File: src/hdl/cosdo_map.vh
// Constants for the fieldbus master-side sync, emergency and service-data controller
`ifndef COSDO_MAP_VH
`define COSDO_MAP_VH

// ----------------------------------------------------------------
// Software register offsets
// ----------------------------------------------------------------
`define COSDO_REG_CTRL      4'h0
`define COSDO_REG_NODE      4'h1
`define COSDO_REG_WIN       4'h2
`define COSDO_REG_OVF       4'h3
`define COSDO_REG_SDOIDX    4'h4
`define COSDO_REG_SDODATA   4'h5
`define COSDO_REG_SDOLEN    4'h6
`define COSDO_REG_STATUS    4'h7
`define COSDO_REG_SDORESP   4'h8
`define COSDO_REG_EMCY      4'h9
`define COSDO_REG_ABORT     4'hA
`define COSDO_REG_SYNCCNT   4'hB

// ----------------------------------------------------------------
// Control register bits
// ----------------------------------------------------------------
`define COSDO_CTRL_SYNC_GO  0
`define COSDO_CTRL_SDO_GO   1
`define COSDO_CTRL_EN       2
`define COSDO_CTRL_CNT_EN   3

// ----------------------------------------------------------------
// Identifiers
// ----------------------------------------------------------------
`define COSDO_ID_SYNC       11'h080
`define COSDO_ID_EMCY       11'h080
`define COSDO_ID_SDO_REQ    11'h600
`define COSDO_ID_SDO_RSP    11'h580

// ----------------------------------------------------------------
// Service-data command bytes
// ----------------------------------------------------------------
`define COSDO_CMD_DL1       8'h2F
`define COSDO_CMD_DL2       8'h2B
`define COSDO_CMD_DL3       8'h27
`define COSDO_CMD_DL4       8'h23
`define COSDO_CMD_DL_OK     8'h60
`define COSDO_CMD_ABORT     8'h80

// ----------------------------------------------------------------
// Reset values and timing
// ----------------------------------------------------------------
`define COSDO_RST_WIN       16'h0000
`define COSDO_RST_OVF       8'h00
`define COSDO_CLK_MHZ       25
`define COSDO_US_CYCLES     5'd25
`define COSDO_RSP_TMO_US    16'd1000

`endif

File: src/hdl/cosdo_us_tick.v
// Microsecond enable pulse divider
`timescale 1ns/1ps
`default_nettype none
`include "cosdo_map.vh"

module cosdo_us_tick (
    // Clock and reset
    input  wire        ref_clk,
    input  wire        reset_n,
    // Tick out
    output wire        us_tick
);
    reg [4:0] cnt_ff;

    assign us_tick = (cnt_ff == `COSDO_US_CYCLES - 5'd1);

    always @(posedge ref_clk or negedge reset_n) begin
        if (!reset_n) begin
            cnt_ff <= 5'h00;
        end else if (us_tick) begin
            cnt_ff <= 5'h00;
        end else begin
            cnt_ff <= cnt_ff + 5'd1;
        end
    end
endmodule // cosdo_us_tick

`default_nettype wire

File: src/hdl/cosdo_sdo_fmt.v
// Expedited download frame builder and response decoder
`timescale 1ns/1ps
`default_nettype none
`include "cosdo_map.vh"

module cosdo_sdo_fmt (
    // Request fields
    input  wire [15:0] obj_index,
    input  wire [7:0]  obj_sub,
    input  wire [31:0] obj_data,
    input  wire [2:0]  obj_len,
    // Built request
    output reg  [63:0] req_frame,
    output wire        len_ok,
    // Response decode
    input  wire [63:0] rsp_frame,
    output wire        rsp_ok,
    output wire        rsp_abort,
    output wire        rsp_match,
    output wire [31:0] rsp_code
);
    reg [7:0] cmd;

    // Length to command byte; byte 0 first, index low byte at byte 1
    always @* begin
        case (obj_len)
            3'd1:    cmd = `COSDO_CMD_DL1;
            3'd2:    cmd = `COSDO_CMD_DL2;
            3'd3:    cmd = `COSDO_CMD_DL3;
            3'd4:    cmd = `COSDO_CMD_DL4;
            default: cmd = 8'h00;
        endcase
        req_frame = {cmd, obj_index[7:0], obj_index[15:8], obj_sub,
                     obj_data[7:0], obj_data[15:8], obj_data[23:16], obj_data[31:24]};
    end

    assign len_ok    = (cmd != 8'h00);
    assign rsp_ok    = (rsp_frame[63:56] == `COSDO_CMD_DL_OK);
    assign rsp_abort = (rsp_frame[63:56] == `COSDO_CMD_ABORT);
    assign rsp_match = (rsp_frame[55:48] == obj_index[7:0]) &&
                       (rsp_frame[47:40] == obj_index[15:8]) &&
                       (rsp_frame[39:32] == obj_sub);
    assign rsp_code  = {rsp_frame[7:0], rsp_frame[15:8], rsp_frame[23:16], rsp_frame[31:24]};
endmodule // cosdo_sdo_fmt

`default_nettype wire

File: src/hdl/cosdo_master.v
// Master-side controller: sync production, window timing, expedited downloads, emergency intake
//
// Decided for this implementation: strobed register access and the placing of the registers.
`timescale 1ns/1ps
`default_nettype none
`include "cosdo_map.vh"

module cosdo_master (
    // Clock and reset
    input  wire        ref_clk,
    input  wire        reset_n,
    // Software register port
    input  wire [3:0]  reg_addr,
    input  wire [31:0] reg_wdata,
    input  wire        reg_wr,
    input  wire        reg_rd,
    output reg  [31:0] reg_rdata,
    // Frame transmit
    output wire        tx_valid,
    input  wire        tx_ready,
    output reg  [10:0] tx_id,
    output reg  [3:0]  tx_dlc,
    output reg  [63:0] tx_data,
    // Frame receive
    input  wire        rx_valid,
    input  wire [10:0] rx_id,
    input  wire [63:0] rx_data,
    // Window status
    output wire        sync_window
);
    // ------------------------------------------------------------
    // State encoding
    // ------------------------------------------------------------
    localparam [3:0] ST_IDLE = 4'b0001;
    localparam [3:0] ST_SYNC = 4'b0010;
    localparam [3:0] ST_SDO  = 4'b0100;
    localparam [3:0] ST_WAIT = 4'b1000;

    // ------------------------------------------------------------
    // Registers
    // ------------------------------------------------------------
    reg [3:0]  state_ff;
    reg        en_ff;
    reg        cnt_en_ff;
    reg [6:0]  node_ff;
    reg [15:0] win_us_ff;
    reg [7:0]  ovf_ff;
    reg [7:0]  sync_cnt_ff;
    reg [15:0] win_left_ff;
    reg [15:0] idx_ff;
    reg [7:0]  sub_ff;
    reg [31:0] data_ff;
    reg [2:0]  len_ff;
    reg        sync_req_ff;
    reg        sdo_req_ff;
    reg        sdo_busy_ff;
    reg        sdo_done_ff;
    reg        sdo_err_ff;
    reg        sdo_tmo_ff;
    reg        len_bad_ff;
    reg        emcy_seen_ff;
    reg [31:0] emcy_info_ff;
    reg [31:0] abort_ff;
    reg [15:0] tmo_ff;

    wire       us_tick;
    wire [63:0] req_frame;
    wire       len_ok;
    wire       rsp_ok;
    wire       rsp_abort;
    wire       rsp_match;
    wire [31:0] rsp_code;

    function [10:0] plus_node;
        input [10:0] base;
        input [6:0]  node;
        begin
            plus_node = base + {4'h0, node};
        end
    endfunction

    function wr_hit;
        input [3:0] a;
        input [3:0] off;
        begin
            wr_hit = reg_wr && (a == off);
        end
    endfunction

    // ------------------------------------------------------------
    // Submodules
    // ------------------------------------------------------------
    cosdo_us_tick u_tick (
        .ref_clk (ref_clk),
        .reset_n (reset_n),
        .us_tick (us_tick)
    );

    cosdo_sdo_fmt u_fmt (
        .obj_index (idx_ff),
        .obj_sub   (sub_ff),
        .obj_data  (data_ff),
        .obj_len   (len_ff),
        .req_frame (req_frame),
        .len_ok    (len_ok),
        .rsp_frame (rx_data),
        .rsp_ok    (rsp_ok),
        .rsp_abort (rsp_abort),
        .rsp_match (rsp_match),
        .rsp_code  (rsp_code)
    );

    // ------------------------------------------------------------
    // Window and receive decode
    // ------------------------------------------------------------
    assign sync_window = (win_left_ff != 16'h0000);
    assign tx_valid    = (state_ff == ST_SYNC) || (state_ff == ST_SDO);

    wire rsp_hit  = rx_valid && (rx_id == plus_node(`COSDO_ID_SDO_RSP, node_ff));
    wire emcy_hit = rx_valid && (rx_id > `COSDO_ID_EMCY) &&
                    (rx_id <= `COSDO_ID_EMCY + 11'h07F);
    // Service data waits for window close
    wire sdo_can  = sdo_req_ff && !sync_window && !sync_req_ff;
    wire sync_go  = wr_hit(reg_addr, `COSDO_REG_CTRL) && reg_wdata[`COSDO_CTRL_SYNC_GO];
    wire [7:0] cnt_inc = sync_cnt_ff + 8'd1;
    wire [7:0] cnt_nxt = (sync_cnt_ff >= ovf_ff) ? 8'd1 : cnt_inc;

    // ------------------------------------------------------------
    // Main sequencer
    // ------------------------------------------------------------
    always @(posedge ref_clk or negedge reset_n) begin
        if (!reset_n) begin
            state_ff     <= ST_IDLE;
            en_ff        <= 1'b0;
            cnt_en_ff    <= 1'b0;
            node_ff      <= 7'h01;
            win_us_ff    <= `COSDO_RST_WIN;
            ovf_ff       <= `COSDO_RST_OVF;
            sync_cnt_ff  <= 8'h00;
            win_left_ff  <= 16'h0000;
            idx_ff       <= 16'h0000;
            sub_ff       <= 8'h00;
            data_ff      <= 32'h00000000;
            len_ff       <= 3'd0;
            sync_req_ff  <= 1'b0;
            sdo_req_ff   <= 1'b0;
            sdo_busy_ff  <= 1'b0;
            sdo_done_ff  <= 1'b0;
            sdo_err_ff   <= 1'b0;
            sdo_tmo_ff   <= 1'b0;
            len_bad_ff   <= 1'b0;
            emcy_seen_ff <= 1'b0;
            emcy_info_ff <= 32'h00000000;
            abort_ff     <= 32'h00000000;
            tmo_ff       <= 16'h0000;
            tx_id        <= 11'h000;
            tx_dlc       <= 4'h0;
            tx_data      <= 64'h0;
        end else begin
            // Register writes
            if (wr_hit(reg_addr, `COSDO_REG_CTRL)) begin
                en_ff     <= reg_wdata[`COSDO_CTRL_EN];
                cnt_en_ff <= reg_wdata[`COSDO_CTRL_CNT_EN];
                if (reg_wdata[`COSDO_CTRL_SYNC_GO]) begin
                    sync_req_ff <= 1'b1;
                end
                if (reg_wdata[`COSDO_CTRL_SDO_GO] && !sdo_busy_ff) begin
                    if (len_ok) begin
                        sdo_req_ff  <= 1'b1;
                        sdo_busy_ff <= 1'b1;
                        sdo_done_ff <= 1'b0;
                        sdo_err_ff  <= 1'b0;
                        sdo_tmo_ff  <= 1'b0;
                        len_bad_ff  <= 1'b0;
                    end else begin
                        len_bad_ff <= 1'b1;
                    end
                end
            end
            if (wr_hit(reg_addr, `COSDO_REG_NODE)) begin
                node_ff <= reg_wdata[6:0];
            end
            if (wr_hit(reg_addr, `COSDO_REG_WIN)) begin
                win_us_ff <= reg_wdata[15:0];
            end
            if (wr_hit(reg_addr, `COSDO_REG_OVF)) begin
                ovf_ff <= reg_wdata[7:0];
            end
            if (wr_hit(reg_addr, `COSDO_REG_SDOIDX) && !sdo_busy_ff) begin
                idx_ff <= reg_wdata[15:0];
                sub_ff <= reg_wdata[23:16];
            end
            if (wr_hit(reg_addr, `COSDO_REG_SDODATA) && !sdo_busy_ff) begin
                data_ff <= reg_wdata;
            end
            if (wr_hit(reg_addr, `COSDO_REG_SDOLEN) && !sdo_busy_ff) begin
                len_ff <= reg_wdata[2:0];
            end

            // Window countdown
            if (win_left_ff != 16'h0000 && us_tick) begin
                win_left_ff <= win_left_ff - 16'd1;
            end

            // Emergency capture; read of the register clears, set wins
            if (reg_rd && reg_addr == `COSDO_REG_EMCY) begin
                emcy_seen_ff <= 1'b0;
            end
            if (emcy_hit) begin
                emcy_seen_ff <= 1'b1;
                emcy_info_ff <= {rx_id[7:0], rx_data[63:48], rx_data[47:40]};
            end

            case (state_ff)
                ST_IDLE: begin
                    if (en_ff && sync_req_ff) begin
                        tx_id   <= `COSDO_ID_SYNC;
                        if (cnt_en_ff && ovf_ff > 8'd1) begin
                            tx_dlc  <= 4'd1;
                            tx_data <= {cnt_nxt, 56'h0};
                        end else begin
                            tx_dlc  <= 4'd0;
                            tx_data <= 64'h0;
                        end
                        state_ff <= ST_SYNC;
                    end else if (en_ff && sdo_can) begin
                        tx_id    <= plus_node(`COSDO_ID_SDO_REQ, node_ff);
                        tx_dlc   <= 4'd8;
                        tx_data  <= req_frame;
                        state_ff <= ST_SDO;
                    end else if (sdo_busy_ff && !sdo_req_ff) begin
                        state_ff <= ST_WAIT;
                    end
                end
                ST_SYNC: begin
                    if (tx_ready) begin
                        sync_req_ff <= sync_go;
                        win_left_ff <= win_us_ff;
                        if (cnt_en_ff && ovf_ff > 8'd1) begin
                            sync_cnt_ff <= cnt_nxt;
                        end
                        state_ff <= sdo_busy_ff && !sdo_req_ff ? ST_WAIT : ST_IDLE;
                    end
                end
                ST_SDO: begin
                    if (tx_ready) begin
                        sdo_req_ff <= 1'b0;
                        tmo_ff     <= `COSDO_RSP_TMO_US;
                        state_ff   <= ST_WAIT;
                    end
                end
                ST_WAIT: begin
                    if (rsp_hit && rsp_match && rsp_ok) begin
                        sdo_busy_ff <= 1'b0;
                        sdo_done_ff <= 1'b1;
                        state_ff    <= ST_IDLE;
                    end else if (rsp_hit && rsp_match && rsp_abort) begin
                        abort_ff    <= rsp_code;
                        sdo_busy_ff <= 1'b0;
                        sdo_err_ff  <= 1'b1;
                        state_ff    <= ST_IDLE;
                    end else if (tmo_ff == 16'h0000) begin
                        sdo_busy_ff <= 1'b0;
                        sdo_tmo_ff  <= 1'b1;
                        state_ff    <= ST_IDLE;
                    end else if (en_ff && sync_req_ff) begin
                        state_ff <= ST_IDLE;
                    end else if (us_tick) begin
                        tmo_ff <= tmo_ff - 16'd1;
                    end
                end
                default: begin
                    state_ff <= ST_IDLE;
                end
            endcase
        end
    end

    // ------------------------------------------------------------
    // Read port
    // ------------------------------------------------------------
    always @(posedge ref_clk or negedge reset_n) begin
        if (!reset_n) begin
            reg_rdata <= 32'h00000000;
        end else if (reg_rd) begin
            case (reg_addr)
                `COSDO_REG_CTRL:    reg_rdata <= {28'h0, cnt_en_ff, en_ff, 2'b00};
                `COSDO_REG_NODE:    reg_rdata <= {25'h0, node_ff};
                `COSDO_REG_WIN:     reg_rdata <= {16'h0, win_us_ff};
                `COSDO_REG_OVF:     reg_rdata <= {24'h0, ovf_ff};
                `COSDO_REG_SDOIDX:  reg_rdata <= {8'h0, sub_ff, idx_ff};
                `COSDO_REG_SDODATA: reg_rdata <= data_ff;
                `COSDO_REG_SDOLEN:  reg_rdata <= {29'h0, len_ff};
                `COSDO_REG_STATUS:  reg_rdata <= {24'h0, emcy_seen_ff, len_bad_ff, sdo_tmo_ff,
                                                  sdo_err_ff, sdo_done_ff, sdo_busy_ff,
                                                  sync_window, sync_req_ff};
                `COSDO_REG_SDORESP: reg_rdata <= {16'h0, win_left_ff};
                `COSDO_REG_EMCY:    reg_rdata <= emcy_info_ff;
                `COSDO_REG_ABORT:   reg_rdata <= abort_ff;
                `COSDO_REG_SYNCCNT: reg_rdata <= {24'h0, sync_cnt_ff};
                default:            reg_rdata <= 32'h00000000;
            endcase
        end else begin
            reg_rdata <= 32'h00000000;
        end
    end
endmodule // cosdo_master

`default_nettype wire

File: config.mk
export PLATFORM = sky130hd
export DESIGN_NAME = cosdo_master
export DESIGN_NICKNAME = d
export VERILOG_FILES = /design/src/hdl/cosdo_us_tick.v /design/src/hdl/cosdo_sdo_fmt.v /design/src/hdl/cosdo_master.v
export VERILOG_INCLUDE_DIRS = /design/src /design/src/hdl
export SDC_FILE = /design/constraint.sdc
export NUM_CORES = 1
export LEC_CHECK = 0
export BUFFER_PORTS_ARGS = -buffer_cell sky130_fd_sc_hd__buf_2
export CAP_MARGIN = 10
export CORE_MARGIN = 2
export CORE_UTILIZATION = 46
export DETAILED_ROUTE_END_ITERATION = 12
export PLACE_DENSITY = 0.67
export REMOVE_ABC_BUFFERS = 1
export SLEW_MARGIN = 20
export SYNTH_ARGS = -nofsm -noshare
export SYNTH_HDL_FRONTEND = slang
export SYNTH_HIERARCHICAL = 1
export SYNTH_SLANG_ARGS = --single-unit
File: constraint.sdc
create_clock -name ref_clk -period 3.7 [get_ports ref_clk]
set_clock_uncertainty 0.2 [all_clocks]
set_input_delay 0.555 -clock ref_clk [delete_from_list [all_inputs] [get_ports ref_clk]]
set_output_delay 0.555 -clock ref_clk [all_outputs]
set_load 0.02 [all_outputs]
==> Word level (Yosys, flattened, before mapping) <==
Index checks and enable logic that the tools add are counted.
{ "classes": {"addsub": 6, "magnitude_cmp": 4, "n_eq_ne": 35, "mux": 71, "bitwise_logic": 1, "reduce_logical": 46} }
{ "ops": {"columns": ["cell", "count"], "rows": [
  ["one-hot mux 32 bit (12 select lines)", 1],
  ["two-way mux 64 bit", 3],
  ["two-way mux 16 bit", 9],
  ["two-way mux 4 bit", 12],
  ["two-way mux 1 bit", 38],
  ["two-way mux 32 bit", 1],
  ["one-hot mux 16 bit (2 select lines)", 1],
  ["subtractor 16 x 1 -> 16 bit, second input constant", 2],
  ["logical AND 1 bit", 28],
  ["equality test 8 bit", 3],
  ["one-hot mux 6 bit (4 select lines)", 1],
  ["two-way mux 11 bit", 2],
  ["equality test 4 x 3 -> 1 bit, second input constant", 5],
  ["equality test 4 bit, second input constant", 5],
  ["logical NOT 16 bit", 1],
  ["one-hot mux 4 bit (4 select lines)", 1],
  ["nonzero test 16 bit", 1],
  ["!= test 2 bit, second input constant", 7],
  ["equality test 4 x 2 -> 1 bit, second input constant", 3],
  ["adder 10 x 8 -> 11 bit, first input constant", 1],
  ["adder 11 x 7 -> 11 bit, first input constant", 1],
  ["equality test 11 bit", 1],
  ["greater-than comparator 11 x 8 -> 1 bit, second input constant", 1],
  ["less-or-equal comparator 11 x 8 -> 1 bit, second input constant", 1],
  ["other kinds (25)", 34]
]} }
{ "totals": {"ff_bits": 324, "inputBits": 117, "out_inout_bits": 113, "wordCells": 191} }

==> Longest topological paths before layout <==
{ "logic_depth": {"depth_word": 10, "ltp_mapped": 11, "depth_no_buf": 10} }

==> Cells and area by module <==
Netlist, hierarchy kept.
{ "by_module_without_submodules": {"columns": ["mod", "instances", "cells_per_inst", "area_per_inst_um2", "seq_area_each_um2"], "rows": [
  ["cosdo_master", 1, 1153, 13923.4, 7860.0],
  ["cosdo_sdo_fmt", 1, 138, 1036.0, 0.0],
  ["cosdo_us_tick", 1, 24, 266.5, 125.1]
]} }

==> Worst setup path after synthesis <==
OpenSTA, ideal clock, no wires.
{ "synth_path": {"kind": "input to register", "startpoint": "input port rx_data[34]", "endpoint": "register abort_ff[0]", "setup_time_ns": 0.125, "arrival_time_ns": 2.555, "t_required_ns": 3.375, "setup_slack_ns": 0.820, "path_stages": 11, "n_path_buf": 2, "path_cell_list": "xor2_1 -> nor4_1 -> nand4_1 -> nor3_2 -> nand3_1 -> nor3_1 -> and4_1 -> and3b_1 -> clkbuf_1 -> buf_2 -> mux2_2"} }
{ "synth_between": {"elab_chain_cells": 6, "elab_cells_between_ends": 7, "cone_classes": "1 x eq/ne; 1 x bitwise; 5 x reduce/logical"} }
{ "synth_lines": {"columns": ["element", "line_no", "source"], "rows": [
  ["from (decl)", "cosdo_master.v:27", "input wire [63:0] rx_data,"],
  ["equality test 8 bit (*)", "cosdo_sdo_fmt.v:42", "(rsp_frame[39:32] == obj_sub);"],
  ["logical AND 1 bit (*)", "cosdo_sdo_fmt.v:41", "(rsp_frame[47:40] == obj_index[15:8]) &&"],
  ["named net rsp_match", "cosdo_master.v:71", "wire rsp_match;"],
  ["logical AND 1 bit (*)", "cosdo_master.v:253, cosdo_master.v:257", null],
  ["logical AND 1 bit", "cosdo_master.v:253", "if (rsp_hit && rsp_match && rsp_ok) begin"],
  ["NOT 1 bit (no line)", null, null],
  ["AND reduction 3 bit (no line) (*)", null, null],
  ["to (signal assigned)", "cosdo_master.v:258", "abort_ff <= rsp_code;"],
  ["to (decl)", "cosdo_master.v:63", "reg [31:0] abort_ff;"]
]} }
The timed path passes the listed nets; every way through them passes the cells marked *.
A chain may end at the register's enable or synchronous reset.

==> Worst setup path after layout <==
{ "layout_path": {"startpoint": "register idx_ff[5]", "endpoint": "register tmo_ff[15]"} }
{ "layout_between": {"elab_chain_cells": 7, "elab_cells_between_ends": 9, "cone_classes": "3 x eq/ne; 6 x reduce/logical"} }
{ "layout_lines": {"columns": ["element", "line_no", "source"], "rows": [
  ["from (decl)", "cosdo_master.v:50", "reg [15:0] idx_ff;"],
  ["from (signal assigned)", "cosdo_master.v:190", "idx_ff <= reg_wdata[15:0];"],
  ["equality test 8 bit (*)", "cosdo_sdo_fmt.v:40", "assign rsp_match = (rsp_frame[55:48] == obj_index[7:0]) &&"],
  ["logical AND 1 bit (*)", "cosdo_sdo_fmt.v:40", null],
  ["logical AND 1 bit (*)", "cosdo_sdo_fmt.v:41", null],
  ["named net rsp_match", "cosdo_master.v:71", null],
  ["logical AND 1 bit (*)", "cosdo_master.v:253, cosdo_master.v:257", null],
  ["logical AND 1 bit (on tied branches)", "cosdo_master.v:257, cosdo_master.v:253", null],
  ["!= test 2 bit (no line)", null, null],
  ["AND reduction 7 bit (no line) (*)", null, null],
  ["to (signal assigned)", "cosdo_master.v:248", "tmo_ff <= `COSDO_RSP_TMO_US;"],
  ["to (signal assigned)", "cosdo_master.v:269", "tmo_ff <= tmo_ff - 16'd1;"],
  ["to (decl)", "cosdo_master.v:64", "reg [15:0] tmo_ff;"]
]} }
Marked as above.

==> out/results.tsv <==
metric	value	unit
worst endpoint required time	3930	ps
Netlist cell types	75	
synthesized flop and latch total	319	
overall die height	185.9	um
Mapped Cells	1315	
fin crit period	3233	ps
clock latency on the worst-skew pair	530	ps
Crit. End Element	register	
count leader, synth	dfrtp_1	
setup TNS	0	ps
Vias	11300	
H-tree depth	2	
Hold Fails Final Rpt	0	
register area share after synthesis	52.44	%
HP Class	input pin to register	
hold_ws	60.43	ps
die width	185.9	um
Setup Fix Bufs, Post-CTS	0	
YS warnings	6	
PnR Total Power	9.647	mW
multi-input logic area	6175	um2
io pins	230	
Worst Path Arrival	3460	ps
Final nets	1577	
fillcell total	2893	
non-filler instance count after layout	1916	
Mapped Avg Cell Area	11.58	um2
first-pass GRT wire length	65.49	mm
Setup WS post-layout	466.5	ps
Max-Cap Viols	0	
Peak supply drop	312.0	uV
Worst-path clk slew	60	ps
Die ar.	34570	um2
via density per instance	5.899	
Static Leakage	8.246	nW
1st-iter DRT viols	972	
Post-synth EDFFs	0	
DRC viols	0	
CTS Buf Count	34	
Synth Flop Type	dfrtp_1	
Post-DP Area	16230	um2
Synth top area share	52.10	%
num rows	66	
Placed Cells	1850	
clock tree root buffer cell	clkbuf_16	
Final Wtd Congestion	0.9443	
Worst-Margin Slew	1034	ps
Tcrit/Tclk final	87.39	%
Util after Layout	53.53	%
Layout area overhead	14.38	%
clk sinks	319	
Initial DRT Pass Iterations	7	
Worst setup SP type	register	
fmax	0.3093	GHz
Final Instance Area	17420	um2
grt ovf	0	
vias in the first global route	11170	
initial antenna violation count	2	
largest cells by area after synthesis	dfrtp_1 (52%), mux2_2 (12%), buf_4 (4.9%), a22o_1 (4.0%), a222oi_1 (2.5%)	
Final Slew Violations	0	
Core ar.	32540	um2
Rel. slew slack	30.52	%
crit path kind	register to register	
number of port buffers	226	
GRT Overall Usage	24.74	%
RSZ-0062 raised after global routing	no	
clock buffer depth	3	
Storage cell area	7985	um2
final WL	42.96	mm
mapped cell area	15230	um2
Routed Antenna Nets	0	
ratio of cells with drive above 1 in the final layout	33.58	%
Synth async-reset ratio	100.0	%
post-DR wirelength/cell	22.42	um
TritonCTS clock tree	built	
# setup viols final	0	
PD cells	553.9	nW/um2
Placement Setup Slack	341.6	ps
largest net degree at the start of global routing	97	
area leader, netlist	dfrtp_1	
run status	finished clean	
crit path max fanout	26	
Starting Density	46.80	%
DPL Wire Length	29.68	mm
Synth top cells by count	dfrtp_1 (317), mux2_2 (157), buf_4 (99)	
[final cells by class]
class                           instances  share of cell area, %
Clock inverter                         17                  1.250
Multi-Input combinational cell        812                  35.46
Antenna cell                            3                0.04311
Tap cell                              442                  3.176
Sequential cell                       319                  45.85
Timing Repair Buffer                  259                  8.348
Clock buffer                           45                  5.467
Inverter                               19                 0.4095
[kinds of logic (layout without fill, tap and decap cells)]
group                      count (synthesis)  count (layout)  synth area share (%)
other                                      2               9               0.04932
adders and majority gates                 15              15                 1.233
xor gates and xnor gates                  52              52                 2.991
AOI/OAI and AO/OA                        268             268                 13.23
and+or+nand+nor                          302             302                 10.41
muxes                                    169             169                 12.40
DFF                                      319             319                 52.44
buffers and inverters                    188             340                 7.240
[power by group]
group	internal, mW	switching (mW)	leakage (nW)	total, mW
logic	0.710	0.869	3.54	1.58
registers	3.98	0.542	4.13	4.52
clock network	2.11	1.44	0.577	3.55
total	6.80	2.85	8.25	9.65
[cells in the final DEF, fill, tap and decap left out, types with 25 or more instances in the layout]
cell | Yosys | layout
a21oi_1 | 54 | 54
o21ai_0 | 35 | 35
nand3_1 | 25 | 25
a22o_1 | 70 | 70
xor2_1 | 31 | 31
clkbuf_16 | 0 | 34
buf_2 | 13 | 225
a222oi_1 | 38 | 38
buf_4 | 99 | 27
nand2_1 | 68 | 67
dfrtp_1 | 317 | 317
mux2_2 | 157 | 157
nor2_1 | 74 | 71
[final timing paths]
check | from | endpoint | slack [ps] | depth (start not counted)
max in group asynchronous | reset_n | abort_ff[4] | 1980 | 3
min reg2reg | sdo_err_ff | sdo_err_ff | 290 | 1
max | idx_ff[5] | tmo_ff[15] | 470 | 11
max reg2reg | idx_ff[5] | tmo_ff[15] | 470 | 11
min | reg_wdata[31] | data_ff[31] | 60 | 2
min in group asynchronous | reset_n | tx_data[60] | 450 | 2
[metal layers]
layer | wire [um] | GRT usage (%) | share of wire (%) | vias up
met5 | 0 | 0 | 0 | -
li1 | - | - | - | 5000
met2 | 20010 | 39.91 | 47 | 469
met4 | 985 | 7.244 | 2.3 | 0
met3 | 2949 | 3.385 | 6.9 | 64
met1 | 19020 | 34.87 | 44 | 5769
[flip-flops by register name, summed over array words and instances, names as in the netlist, 3 cells and up]
| register | cells |
|---|---|
| node_ff | 7 |
| tx_data | 64 |
| sync_cnt_ff | 8 |
| len_ff | 3 |
| sub_ff | 8 |
| win_left_ff | 16 |
| idx_ff | 16 |
| tx_id | 9 |
| reg_rdata | 32 |
| state_ff | 4 |
| data_ff | 32 |
| u_tick/cnt_ff | 5 |
| ovf_ff | 8 |
| abort_ff | 32 |
| tmo_ff | 16 |
| win_us_ff | 16 |
| emcy_info_ff | 32 |
[critical path: stages (launching register included)]
cell     delay [ps]
dfrtp_1         470
xor2_1          200
nor4_1          370
nand4_1         200
nor3_2          190
nand3_1         130
nor4_1          410
a31oi_1         260
a21oi_4         180
buf_4           250
o21ai_0         120
a21oi_1         150
[repair_timing]
item                       in CTS  in global routing
hold buffers                    1                  0
hold endpoints to repair       90                  0
gates resized for setup         0                  0
setup endpoints to repair       0                  0
(Power assumes the default switching activity.)
